===== config.mk =====
export PLATFORM = sky130hd
export DESIGN_NAME = pef_top
export DESIGN_NICKNAME = d
export VERILOG_FILES = /design/src/shared/pef_pkg.sv /design/src/pef_top.sv /design/src/pef_quad_mon.sv /design/src/pef_pseudo_quad.sv
export SDC_FILE = /design/constraint.sdc
export NUM_CORES = 1
export LEC_CHECK = 0
export BUFFER_PORTS_ARGS = -buffer_cell sky130_fd_sc_hd__buf_2
export CORE_UTILIZATION = 35
export DETAILED_ROUTE_END_ITERATION = 7
export GPL_ROUTABILITY_DRIVEN = 0
export GPL_TIMING_DRIVEN = 0
export PLACE_DENSITY = 0.64
export REMOVE_ABC_BUFFERS = 1
export SLEW_MARGIN = 25
export SYNTH_ARGS = -nofsm -noshare
export SYNTH_HDL_FRONTEND = slang
export SYNTH_SLANG_ARGS = --single-unit
export TNS_END_PERCENT = 100

===== constraint.sdc =====
create_clock -name ref_clk -period 7.1 [get_ports ref_clk]
set_input_delay 0 -clock ref_clk [delete_from_list [all_inputs] [get_ports ref_clk]]
set_output_delay 0 -clock ref_clk [all_outputs]
set_load 0.03 [all_outputs]

===== src/shared/pef_pkg.sv =====
package pef_pkg;

  // ------------------------------------------------------------
  // Register map
  // ------------------------------------------------------------
  localparam logic [7:0] REG_CTRL = 8'h00;
  localparam logic [7:0] REG_STAT = 8'h04;
  localparam logic [7:0] REG_POS = 8'h08;
  localparam int CTRL_SEL_BIT = 0;
  localparam logic [31:0] CTRL_RST = 32'h0000_0000;
  localparam int STAT_MODE_LSB = 0;
  localparam int STAT_SEC_BIT = 2;
  localparam int STAT_FAULT_BIT = 3;
  localparam int STAT_SER_BIT = 4;

  // ------------------------------------------------------------
  // Widths and timing
  // ------------------------------------------------------------
  localparam int POS_W = 12;
  localparam int CLK_HZ = 100_000_000;
  localparam int ENC_MAX_KHZ = 200;
  localparam int EDGES_PER_PERIOD = 4;
  localparam int QUAD_STEP_CYC =
    (CLK_HZ + EDGES_PER_PERIOD * ENC_MAX_KHZ * 1000 - 1) / (EDGES_PER_PERIOD * ENC_MAX_KHZ * 1000);

  typedef enum logic [1:0] {
    MODE_SINGLE = 2'b00,
    MODE_DUAL = 2'b01,
    MODE_REDUN = 2'b10,
    MODE_ABS = 2'b11
  } pef_mode_t;

  typedef struct packed {
    logic a;
    logic b;
    logic z;
  } pef_quad_t;

  // Jumper inputs are low while the jumper is installed.
  function automatic pef_mode_t pef_decode_mode(input logic kind, input logic pol, input logic code);
    pef_mode_t m;
    m = MODE_SINGLE;
    if (!kind) begin
      m = MODE_ABS;
    end else if (!code && pol) begin
      m = MODE_DUAL;
    end else if (!code && !pol) begin
      m = MODE_REDUN;
    end
    return m;
  endfunction

  function automatic logic [POS_W-1:0] pef_gray2bin(input logic [POS_W-1:0] g);
    logic [POS_W-1:0] b;
    b = '0;
    b[POS_W-1] = g[POS_W-1];
    for (int i = POS_W - 2; i >= 0; i--) begin
      b[i] = b[i+1] ^ g[i];
    end
    return b;
  endfunction

endpackage


===== src/pef_top.sv =====
`timescale 1ns/1ns
`default_nettype none
module pef_top
  import pef_pkg::*;
(
  input wire logic ref_clk,
  input wire logic sys_rst,
  input wire logic encoder_kind_jumper,
  input wire logic polarity_redundancy_jumper,
  input wire logic code_or_dual_select_jumper,
  input wire logic [POS_W-1:0] enc_in,
  input wire logic ser_req,
  input wire logic [7:0] reg_addr,
  input wire logic [31:0] reg_wdata,
  input wire logic reg_wr,
  input wire logic reg_rd,
  output logic [31:0] reg_rdata,
  output pef_pkg::pef_quad_t fb_quad,
  output logic ser_bit,
  output logic ser_vld,
  output logic fault
);

  // ------------------------------------------------------------
  // Input sampling and mode decode
  // ------------------------------------------------------------
  logic [POS_W-1:0] enc_r, enc_nxt;
  pef_mode_t mode_r, mode_nxt;
  logic pol_r, code_r, pol_nxt, code_nxt;

  always_comb begin
    enc_nxt = enc_in;
    pol_nxt = polarity_redundancy_jumper;
    code_nxt = code_or_dual_select_jumper;
    mode_nxt = pef_decode_mode(encoder_kind_jumper, polarity_redundancy_jumper,
                               code_or_dual_select_jumper);
  end

  always_ff @(posedge ref_clk) begin
    if (sys_rst) begin
      enc_r <= '0;
      mode_r <= MODE_SINGLE;
      pol_r <= 1'b1;
      code_r <= 1'b1;
    end else begin
      enc_r <= enc_nxt;
      mode_r <= mode_nxt;
      pol_r <= pol_nxt;
      code_r <= code_nxt;
    end
  end

  // ------------------------------------------------------------
  // Absolute position path
  // ------------------------------------------------------------
  // Bits 0..5 carry A1 B1 Z1 A2 B2 Z2 in quadrature modes.
  pef_quad_t prim_q, sec_q;
  logic [POS_W-1:0] pol_word, pos_nxt, pos_r;
  logic abs_mode;

  always_comb begin
    prim_q = '{a: enc_r[0], b: enc_r[1], z: enc_r[2]};
    sec_q = '{a: enc_r[3], b: enc_r[4], z: enc_r[5]};
    abs_mode = (mode_r == MODE_ABS);
    pol_word = pol_r ? ~enc_r : enc_r;
    pos_nxt = code_r ? pef_gray2bin(pol_word) : pol_word;
  end

  always_ff @(posedge ref_clk) begin
    if (sys_rst) begin
      pos_r <= '0;
    end else begin
      pos_r <= pos_nxt;
    end
  end

  // ------------------------------------------------------------
  // Control register and encoder selection
  // ------------------------------------------------------------
  logic sel_r, sel_nxt, use_sec_r, use_sec_nxt;
  logic prim_fault;

  pef_quad_mon u_mon (
    .ref_clk(ref_clk),
    .sys_rst(sys_rst),
    .enable(mode_r == MODE_REDUN),
    .quad(prim_q),
    .fault(prim_fault)
  );

  always_comb begin
    sel_nxt = sel_r;
    if (reg_wr && (reg_addr == REG_CTRL)) begin
      sel_nxt = reg_wdata[CTRL_SEL_BIT];
    end
    use_sec_nxt = 1'b0;
    case (mode_r)
      MODE_DUAL: use_sec_nxt = sel_r;
      MODE_REDUN: use_sec_nxt = use_sec_r | prim_fault;
      MODE_SINGLE: use_sec_nxt = 1'b0;
      default: use_sec_nxt = 1'b0;
    endcase
  end

  always_ff @(posedge ref_clk) begin
    if (sys_rst) begin
      sel_r <= CTRL_RST[CTRL_SEL_BIT];
      use_sec_r <= 1'b0;
    end else begin
      sel_r <= sel_nxt;
      use_sec_r <= use_sec_nxt;
    end
  end

  // ------------------------------------------------------------
  // Pseudo quadrature
  // ------------------------------------------------------------
  localparam logic [7:0] STEP_LAST = 8'(QUAD_STEP_CYC - 1);
  logic [7:0] div_r, div_nxt;
  logic step_r, step_nxt;
  pef_quad_t pseudo_q;

  always_comb begin
    step_nxt = (div_r == STEP_LAST);
    div_nxt = step_nxt ? 8'h00 : div_r + 8'h01;
  end

  always_ff @(posedge ref_clk) begin
    if (sys_rst) begin
      div_r <= 8'h00;
      step_r <= 1'b0;
    end else begin
      div_r <= div_nxt;
      step_r <= step_nxt;
    end
  end

  pef_pseudo_quad #(.W(POS_W)) u_pseudo (
    .ref_clk(ref_clk),
    .sys_rst(sys_rst),
    .step_en(step_r),
    .target(pos_r),
    .quad(pseudo_q)
  );

  // ------------------------------------------------------------
  // Feedback outputs
  // ------------------------------------------------------------
  pef_quad_t fb_r, fb_nxt;

  always_comb begin
    if (abs_mode) begin
      fb_nxt = pseudo_q;
    end else if (use_sec_r) begin
      fb_nxt = sec_q;
    end else begin
      fb_nxt = prim_q;
    end
  end

  always_ff @(posedge ref_clk) begin
    if (sys_rst) begin
      fb_r <= '0;
    end else begin
      fb_r <= fb_nxt;
    end
  end

  // ------------------------------------------------------------
  // Serialiser
  // ------------------------------------------------------------
  logic [POS_W-1:0] sh_r, sh_nxt;
  logic [3:0] left_r, left_nxt;
  logic sbit_r, sbit_nxt, svld_r, svld_nxt, take;

  always_comb begin
    sh_nxt = sh_r;
    left_nxt = left_r;
    sbit_nxt = sbit_r;
    svld_nxt = 1'b0;
    take = ser_req && abs_mode && (left_r == 4'h0);
    if (take) begin
      sbit_nxt = pos_r[POS_W-1];
      sh_nxt = {pos_r[POS_W-2:0], 1'b0};
      left_nxt = 4'(POS_W - 1);
      svld_nxt = 1'b1;
    end else if (left_r != 4'h0) begin
      sbit_nxt = sh_r[POS_W-1];
      sh_nxt = {sh_r[POS_W-2:0], 1'b0};
      left_nxt = left_r - 4'h1;
      svld_nxt = 1'b1;
    end
  end

  always_ff @(posedge ref_clk) begin
    if (sys_rst) begin
      sh_r <= '0;
      left_r <= 4'h0;
      sbit_r <= 1'b0;
      svld_r <= 1'b0;
    end else begin
      sh_r <= sh_nxt;
      left_r <= left_nxt;
      sbit_r <= sbit_nxt;
      svld_r <= svld_nxt;
    end
  end

  // ------------------------------------------------------------
  // Register read port
  // ------------------------------------------------------------
  logic [31:0] rdata_r, rdata_nxt;
  logic fault_r;

  always_comb begin
    rdata_nxt = 32'h0000_0000;
    if (reg_rd) begin
      case (reg_addr)
        REG_CTRL: rdata_nxt[CTRL_SEL_BIT] = sel_r;
        REG_STAT: begin
          rdata_nxt[STAT_MODE_LSB +: 2] = mode_r;
          rdata_nxt[STAT_SEC_BIT] = use_sec_r;
          rdata_nxt[STAT_FAULT_BIT] = prim_fault;
          rdata_nxt[STAT_SER_BIT] = svld_r;
        end
        REG_POS: rdata_nxt[POS_W-1:0] = pos_r;
        default: rdata_nxt = 32'h0000_0000;
      endcase
    end
  end

  always_ff @(posedge ref_clk) begin
    if (sys_rst) begin
      rdata_r <= 32'h0000_0000;
      fault_r <= 1'b0;
    end else begin
      rdata_r <= rdata_nxt;
      fault_r <= prim_fault;
    end
  end

  assign reg_rdata = rdata_r;
  assign fb_quad = fb_r;
  assign ser_bit = sbit_r;
  assign ser_vld = svld_r;
  assign fault = fault_r;
endmodule
`default_nettype wire


===== src/pef_quad_mon.sv =====
`timescale 1ns/1ns
`default_nettype none
module pef_quad_mon
  import pef_pkg::*;
(
  input wire logic ref_clk,
  input wire logic sys_rst,
  input wire logic enable,
  input wire pef_pkg::pef_quad_t quad,
  output logic fault
);

  logic a_r, b_r, prim_r, fault_r;
  logic a_nxt, b_nxt, prim_nxt, fault_nxt;

  // ------------------------------------------------------------
  // Illegal transition check
  // ------------------------------------------------------------
  always_comb begin
    a_nxt = quad.a;
    b_nxt = quad.b;
    prim_nxt = enable;
    fault_nxt = fault_r;
    if (prim_r && enable && (quad.a != a_r) && (quad.b != b_r)) begin
      fault_nxt = 1'b1;
    end
  end

  always_ff @(posedge ref_clk) begin
    if (sys_rst) begin
      a_r <= 1'b0;
      b_r <= 1'b0;
      prim_r <= 1'b0;
      fault_r <= 1'b0;
    end else begin
      a_r <= a_nxt;
      b_r <= b_nxt;
      prim_r <= prim_nxt;
      fault_r <= fault_nxt;
    end
  end

  assign fault = fault_r;
endmodule
`default_nettype wire


===== src/pef_pseudo_quad.sv =====
`timescale 1ns/1ns
`default_nettype none
module pef_pseudo_quad
  import pef_pkg::*;
#(
  parameter int W = POS_W
)
(
  input wire logic ref_clk,
  input wire logic sys_rst,
  input wire logic step_en,
  input wire logic [W-1:0] target,
  output pef_pkg::pef_quad_t quad
);

  logic [W-1:0] cnt_r, cnt_nxt;
  pef_quad_t quad_r, quad_nxt;

  // ------------------------------------------------------------
  // Step generator
  // ------------------------------------------------------------
  always_comb begin
    cnt_nxt = cnt_r;
    if (step_en && (cnt_r != target)) begin
      cnt_nxt = (target > cnt_r) ? cnt_r + 1'b1 : cnt_r - 1'b1;
    end
    quad_nxt.a = cnt_nxt[1];
    quad_nxt.b = cnt_nxt[1] ^ cnt_nxt[0];
    quad_nxt.z = (cnt_nxt == '0);
  end

  always_ff @(posedge ref_clk) begin
    if (sys_rst) begin
      cnt_r <= '0;
      quad_r <= '{a: 1'b0, b: 1'b0, z: 1'b1};
    end else begin
      cnt_r <= cnt_nxt;
      quad_r <= quad_nxt;
    end
  end

  assign quad = quad_r;
endmodule
`default_nettype wire


Yosys cells after proc, flatten, opt, wreduce, memory -nomap -nowiden
Index checks and enable logic that the tools add are counted.
- add/sub/neg operators: 4
- magnitude comparators: 1
- equal/unequal tests: 9
- mux-type cells: 20
- bitwise logic cells: 16
- reductions and logical operators: 20
- operators with widths (operator ; number):
    two-way mux 12 bit ; 5
    adder 12 x 1 -> 12 bit (second input constant) ; 1
    > comparator 12 bit ; 1
    logical NOT 12 bit ; 1
    inequality test 12 bit ; 1
    inverter 12 bit ; 1
    subtractor 12 x 1 -> 12 bit (second input constant) ; 1
    XOR 1 bit ; 12
    two-way mux 11 bit ; 1
    logical AND 1 bit ; 9
    adder 8 x 1 -> 8 bit (second input constant) ; 1
    equality test 8 x 3 -> 1 bit (second input constant) ; 1
    equality test 8 x 4 -> 1 bit (second input constant) ; 1
    equality test 8 x 7 -> 1 bit (second input constant) ; 1
    logical NOT 8 bit ; 1
    two-way mux 4 bit ; 2
    one-hot mux 4 bit (2 select lines) ; 1
    two-way mux 2 bit ; 3
    two-way mux 3 bit ; 2
    OR reduction 2 bit ; 3
    equality test 2 bit (second input constant) ; 2
    logical NOT 4 bit ; 1
    two-way mux 1 bit ; 4
    nonzero test 4 bit ; 1
    10 further kinds ; 13
- register bits after elaboration: 111
- bits of input ports: 60
- output and inout port bits: 38
- word-level logic and storage cells: 99

Longest topological paths before layout
- depth after elaboration: 14
- depth in mapped cells: 16
- gate-level depth less buffers: 16

Modules after synthesis
From an unflattened synthesis, not the netlist that was laid out.
- cell total of the unflattened synthesis: 527
- area, all modules: 4717.0 µm²
- by module, submodules not included (module ; times used ; cells an instance ; area each (µm²) ; sequential area each (µm²)):
    pef_top ; 1 ; 329 ; 3134.3 ; 1441.4
    pef_pseudo_quad ; 1 ; 186 ; 1446.4 ; 280.3
    pef_quad_mon ; 1 ; 12 ; 136.4 ; 80.1

Worst setup path before layout
OpenSTA, ideal clock, no wires.
- path kind: flip-flop to flip-flop
- start point: register u_pseudo.cnt_r[1]
- end point: register u_pseudo.quad_r, in the netlist u_pseudo.quad[0]
- setup time: 0.060 ns
- arrival: 3.827 ns
- data required time: 7.040 ns
- slack: 3.213 ns
- stages on the path, launching flop included: 16
- buffers on the path: 0
- clock period less this slack: 3.887 ns
- cells stage by stage: dfxtp_1 -> inv_1 -> ha_1 -> nor2b_1 -> o211ai_1 -> a21oi_1 -> or4_1 -> o21ai_0 -> ha_1 -> and3_1 -> a2111oi_0 -> o21ai_0 -> xnor2_1 -> o21ai_0 -> nor4_1 -> a41o_1
- longest elaborated chain between the ends: 4
- elaborated cells between the ends (all ways): 8
- those cells by class: add/sub (2); order compare (1); eq/ne (1); mux (2); reduce/logical (2)
- RTL lines (item ; RTL line ; text):
    from (decl) ; pef_pseudo_quad.sv:16 ; logic [W-1:0] cnt_r, cnt_nxt;
    from (signal assigned) ; pef_pseudo_quad.sv:37 ; cnt_r <= cnt_nxt;
    subtractor 12 x 1 -> 12 bit (tied with other cells) ; pef_pseudo_quad.sv:25 ; cnt_nxt = (target > cnt_r) ? cnt_r + 1'b1 : cnt_r - 1'b1;
    two-way mux 12 bit or logical AND 1 bit (tied branches) ; pef_pseudo_quad.sv:25, pef_pseudo_quad.sv:24 ;
    two-way mux 12 bit * ; pef_pseudo_quad.sv:24 ; if (step_en && (cnt_r != target)) begin
    logical NOT 12 bit * ; pef_pseudo_quad.sv:29 ; quad_nxt.z = (cnt_nxt == '0);
    to (signal assigned) ; pef_pseudo_quad.sv:35 ; quad_r <= '{a: 1'b0, b: 1'b0, z: 1'b1};
    to (signal assigned) ; pef_pseudo_quad.sv:38 ; quad_r <= quad_nxt;
    to (decl) ; pef_pseudo_quad.sv:17 ; pef_quad_t quad_r, quad_nxt;
Every way passes the cells marked *; elsewhere a longest branch is shown, timed or not.
A chain may end at the register's enable or synchronous reset.

Worst setup path after layout
Ends and elaborated chain as after synthesis.

==> reports/qor.csv <==
metric;value;unit
gr ovfl total;0;
data required time of the critical path;7.37;ns
Post-Syn Area;4490;um^2
crit start category;flip-flop;
initial DRC count;103;
Cell Area, Placed;4780;um^2
final instance area;5270;um^2
cell taking the most area after synthesis;dfxtp_1;
ANT nets after route;0;
CP Capture Type;flip-flop;
vias per cell;4.75;
CTS H-tree depth;3;
max incr delay on CP;0.78;ns
Leak;2.23;nW
DP HPWL;6240;um
CTS root buf;clkbuf_16;
largest net degree at the start of global routing;71;
buffer count from post-CTS setup fixing;0;
Min Hold Slack;0.0483;ns
synthesized instance count;497;
largest cells by area after synthesis;dfxtp_1 40%, ha_1 8.6%, nor2_1 5.3%, xnor2_1 4.3%, nor2b_1 3.5%;
Fin Clk Skew;0.00215;ns
CP Data Arrival Time;5.12;ns
Worst-Margin Slew;0.986;ns
nets;644;
number of hold buffers added after CTS;17;
final hold violation count;0;
crit path from;u_pseudo.cnt_r[1]$_SDFF_PP0_;
IO buf count;46;
ANT cells;0;
peak supply drop;0.152;mV
clk_lat worst skew;0.34;ns
register area share after synthesis;0.402;
via count;3442;
number of flops mapped to enable cells by yosys;0;
CTS Buf Count;9;
Tcrit/Tclk final;0.684;
die height;115;um
CP Cell Sequence;inv_1 -> ha_1 -> nor2b_1 -> o211ai_1 -> a21oi_1 -> or4_1 -> o21ai_1 -> ha_1 -> and3_1 -> a2111oi_0 -> o21ai_0 -> xnor2_1 -> o21ai_0 -> nor4_1 -> a41o_1;
layout cells sized above 1;0.133;
max-slew violations;0;
hold wc startpoint;reg_addr[2];
Synth Register Bits;90;
async set-reset flop share out of synthesis;0;
clock transition at the registers of the reported paths;0.06;ns
CTS tree;yes;
Yosys warnings;0;
Starting Density;0.366;
status;complete, no violations;
critical path's slowest cell;a2111oi_0;
Syn-to-layout area delta;17.5;%
number of global-route vias before repair;3173;
initial antenna violation count;0;
Layout Cells excl Fill;725;
CTS max path bufs;2;
Max Cap Viol;0;
critical setup path kind;flip-flop to flip-flop;
final wirelength;8590;um
# rows;40;
Die X;115;um
I/O pins;98;
die area;13300;um^2
share of the synthesized area in the top cell type;0.402;
drt first pass iters;4;
total track usage;0.137;
final setup violation count;0;
RSZ-0062 raised after global routing;no;
Max-slew headroom;0.338;
pwr/cell area;278;nW/um^2
WL per Instance;11.8;um
Primary FF master, synth;dfxtp_1;
Placed Cells;692;
post-synth cell types;55;
first-pass GRT wire length;14300;um
DRC;0;
Fmax;206;MHz
clk sinks;90;
R2R Path Start;u_pseudo.cnt_r[1]$_SDFF_PP0_;
post-CTS sizing;0;
setup TNS;0;ns
maximum fanout along the worst path;12;
Core ar.;12300;um^2
average cell area after synthesis;9.03;um^2
Tmin final;4.85;ns
Hold Path Class;input pin to flip-flop;
Finished Core Util;0.430;
## synth_stat cells (4+ instances only)
cell type,number
a211oi_1,6
a21oi_1,27
a22oi_1,4
a311oi_1,11
and2_1,10
and3_1,5
buf_1,5
buf_4,20
clkbuf_1,11
dfxtp_1,90
ha_1,31
inv_1,25
mux2i_1,9
nand2_1,24
nand2b_1,6
nand3_1,18
nor2_1,63
nor2b_1,25
o21ai_0,9
or2_2,6
xnor2_1,22
xnor2_2,4
xor2_1,17
## metal layers
metal	vias up	global-route usage	share of wire
li1	1763	-	-
met1	1600	0.180	0.49
met2	68	0.214	0.45
met3	11	0.0385	0.043
met4	0	0.0519	0.016
met5	-	0	0
## power by group
group          internal, mW  switching, mW  leakage [nW]  total, mW
Clock                 0.316          0.185         0.156      0.501
Sequential            0.559         0.0423         0.738      0.601
Combinational         0.154          0.211          1.33      0.365
Total                  1.03          0.438          2.23       1.47
## per-stage QoR
stage / total power, mW / worst slack [ns]
finish: 1.47 / 2.25
global route: 1.55 / 1.88
CTS: 1.48 / 2.32
detailed placement: 0.966 / 2.36
global placement: 0.949 / 2.24
floorplan: 0.881 / 3.20
## cell families after synthesis
| logic type | share of synthesized area |
|---|---|
| other | 0.000836 |
| AO/OA/AOI/OAI | 0.117 |
| adder cells (fa/ha/maj) | 0.0909 |
| multiplexers | 0.0226 |
| AND/OR/NAND/NOR | 0.199 |
| XOR/XNOR | 0.0959 |
| flip-flops | 0.402 |
| buffers and inverters | 0.0728 |
## worst max-delay path: cells and delay by family, from the launching register on
| kind | cells | cell delay, ns |
|---|---|---|
| and+or+nand+nor | 4 | 1.19 |
| xor gates and xnor gates | 1 | 0.19 |
| AOI/OAI and AO/OA | 7 | 2.20 |
| DFF | 1 | 0.36 |
| buffers and inverters | 1 | 0.12 |
| adders and majority gates | 2 | 0.72 |
## cell usage in the layout (no fill, tap or decap), drive strengths merged, types with 3 or more instances in the layout
cell type    count
dfxtp           90
nor2            63
buf             46
ha              31
a21oi           27
inv             26
xnor2           26
nor2b           25
nand2           24
conb            20
nand3           18
xor2            17
dlygate4sd3     17
a311oi          11
clkbuf          11
and2            10
mux2i            9
o21ai            9
or2              6
a211oi           6
nand2b           6
and3             5
a22oi            4
nand4            3
o211ai           3
a21o             3
nor4             3
nor3             3
a31oi            3
## path summary, 6_finish.rpt
check	endpoint	slack, ns	cells past startpoint
max reg2reg	u_pseudo.quad[0]$_SDFF_PP1_	2.25	15
min	reg_rdata[0]$_SDFF_PP0_	0.05	4
max	u_pseudo.quad[0]$_SDFF_PP1_	2.25	15
min reg2reg	u_mon.fault$_SDFFE_PP0P_	0.47	1
## final cells by class
| class | instances | area [um^2] |
|---|---|---|
| clock inverters | 5 | 77.6 |
| multi-input cells | 362 | 2440 |
| flip-flops and latches | 90 | 1800 |
| fillers | 1214 | 6990 |
| well taps | 168 | 210 |
| clock buffers | 11 | 243 |
| inverters | 26 | 97.6 |
| repair buffers | 63 | 403 |
## sequential cells by signal, indices dropped and copies added (netlist names), 2 cells and up
signal          flops
u_pseudo.quad       2
u_pseudo.cnt_r     12
pos_r              12
reg_rdata          12
mode_r              2
enc_r              12
sh_r               11
left_r              4
div_r               8
fb_quad             3
No activity file was read; power rests on OpenSTA's default activity.
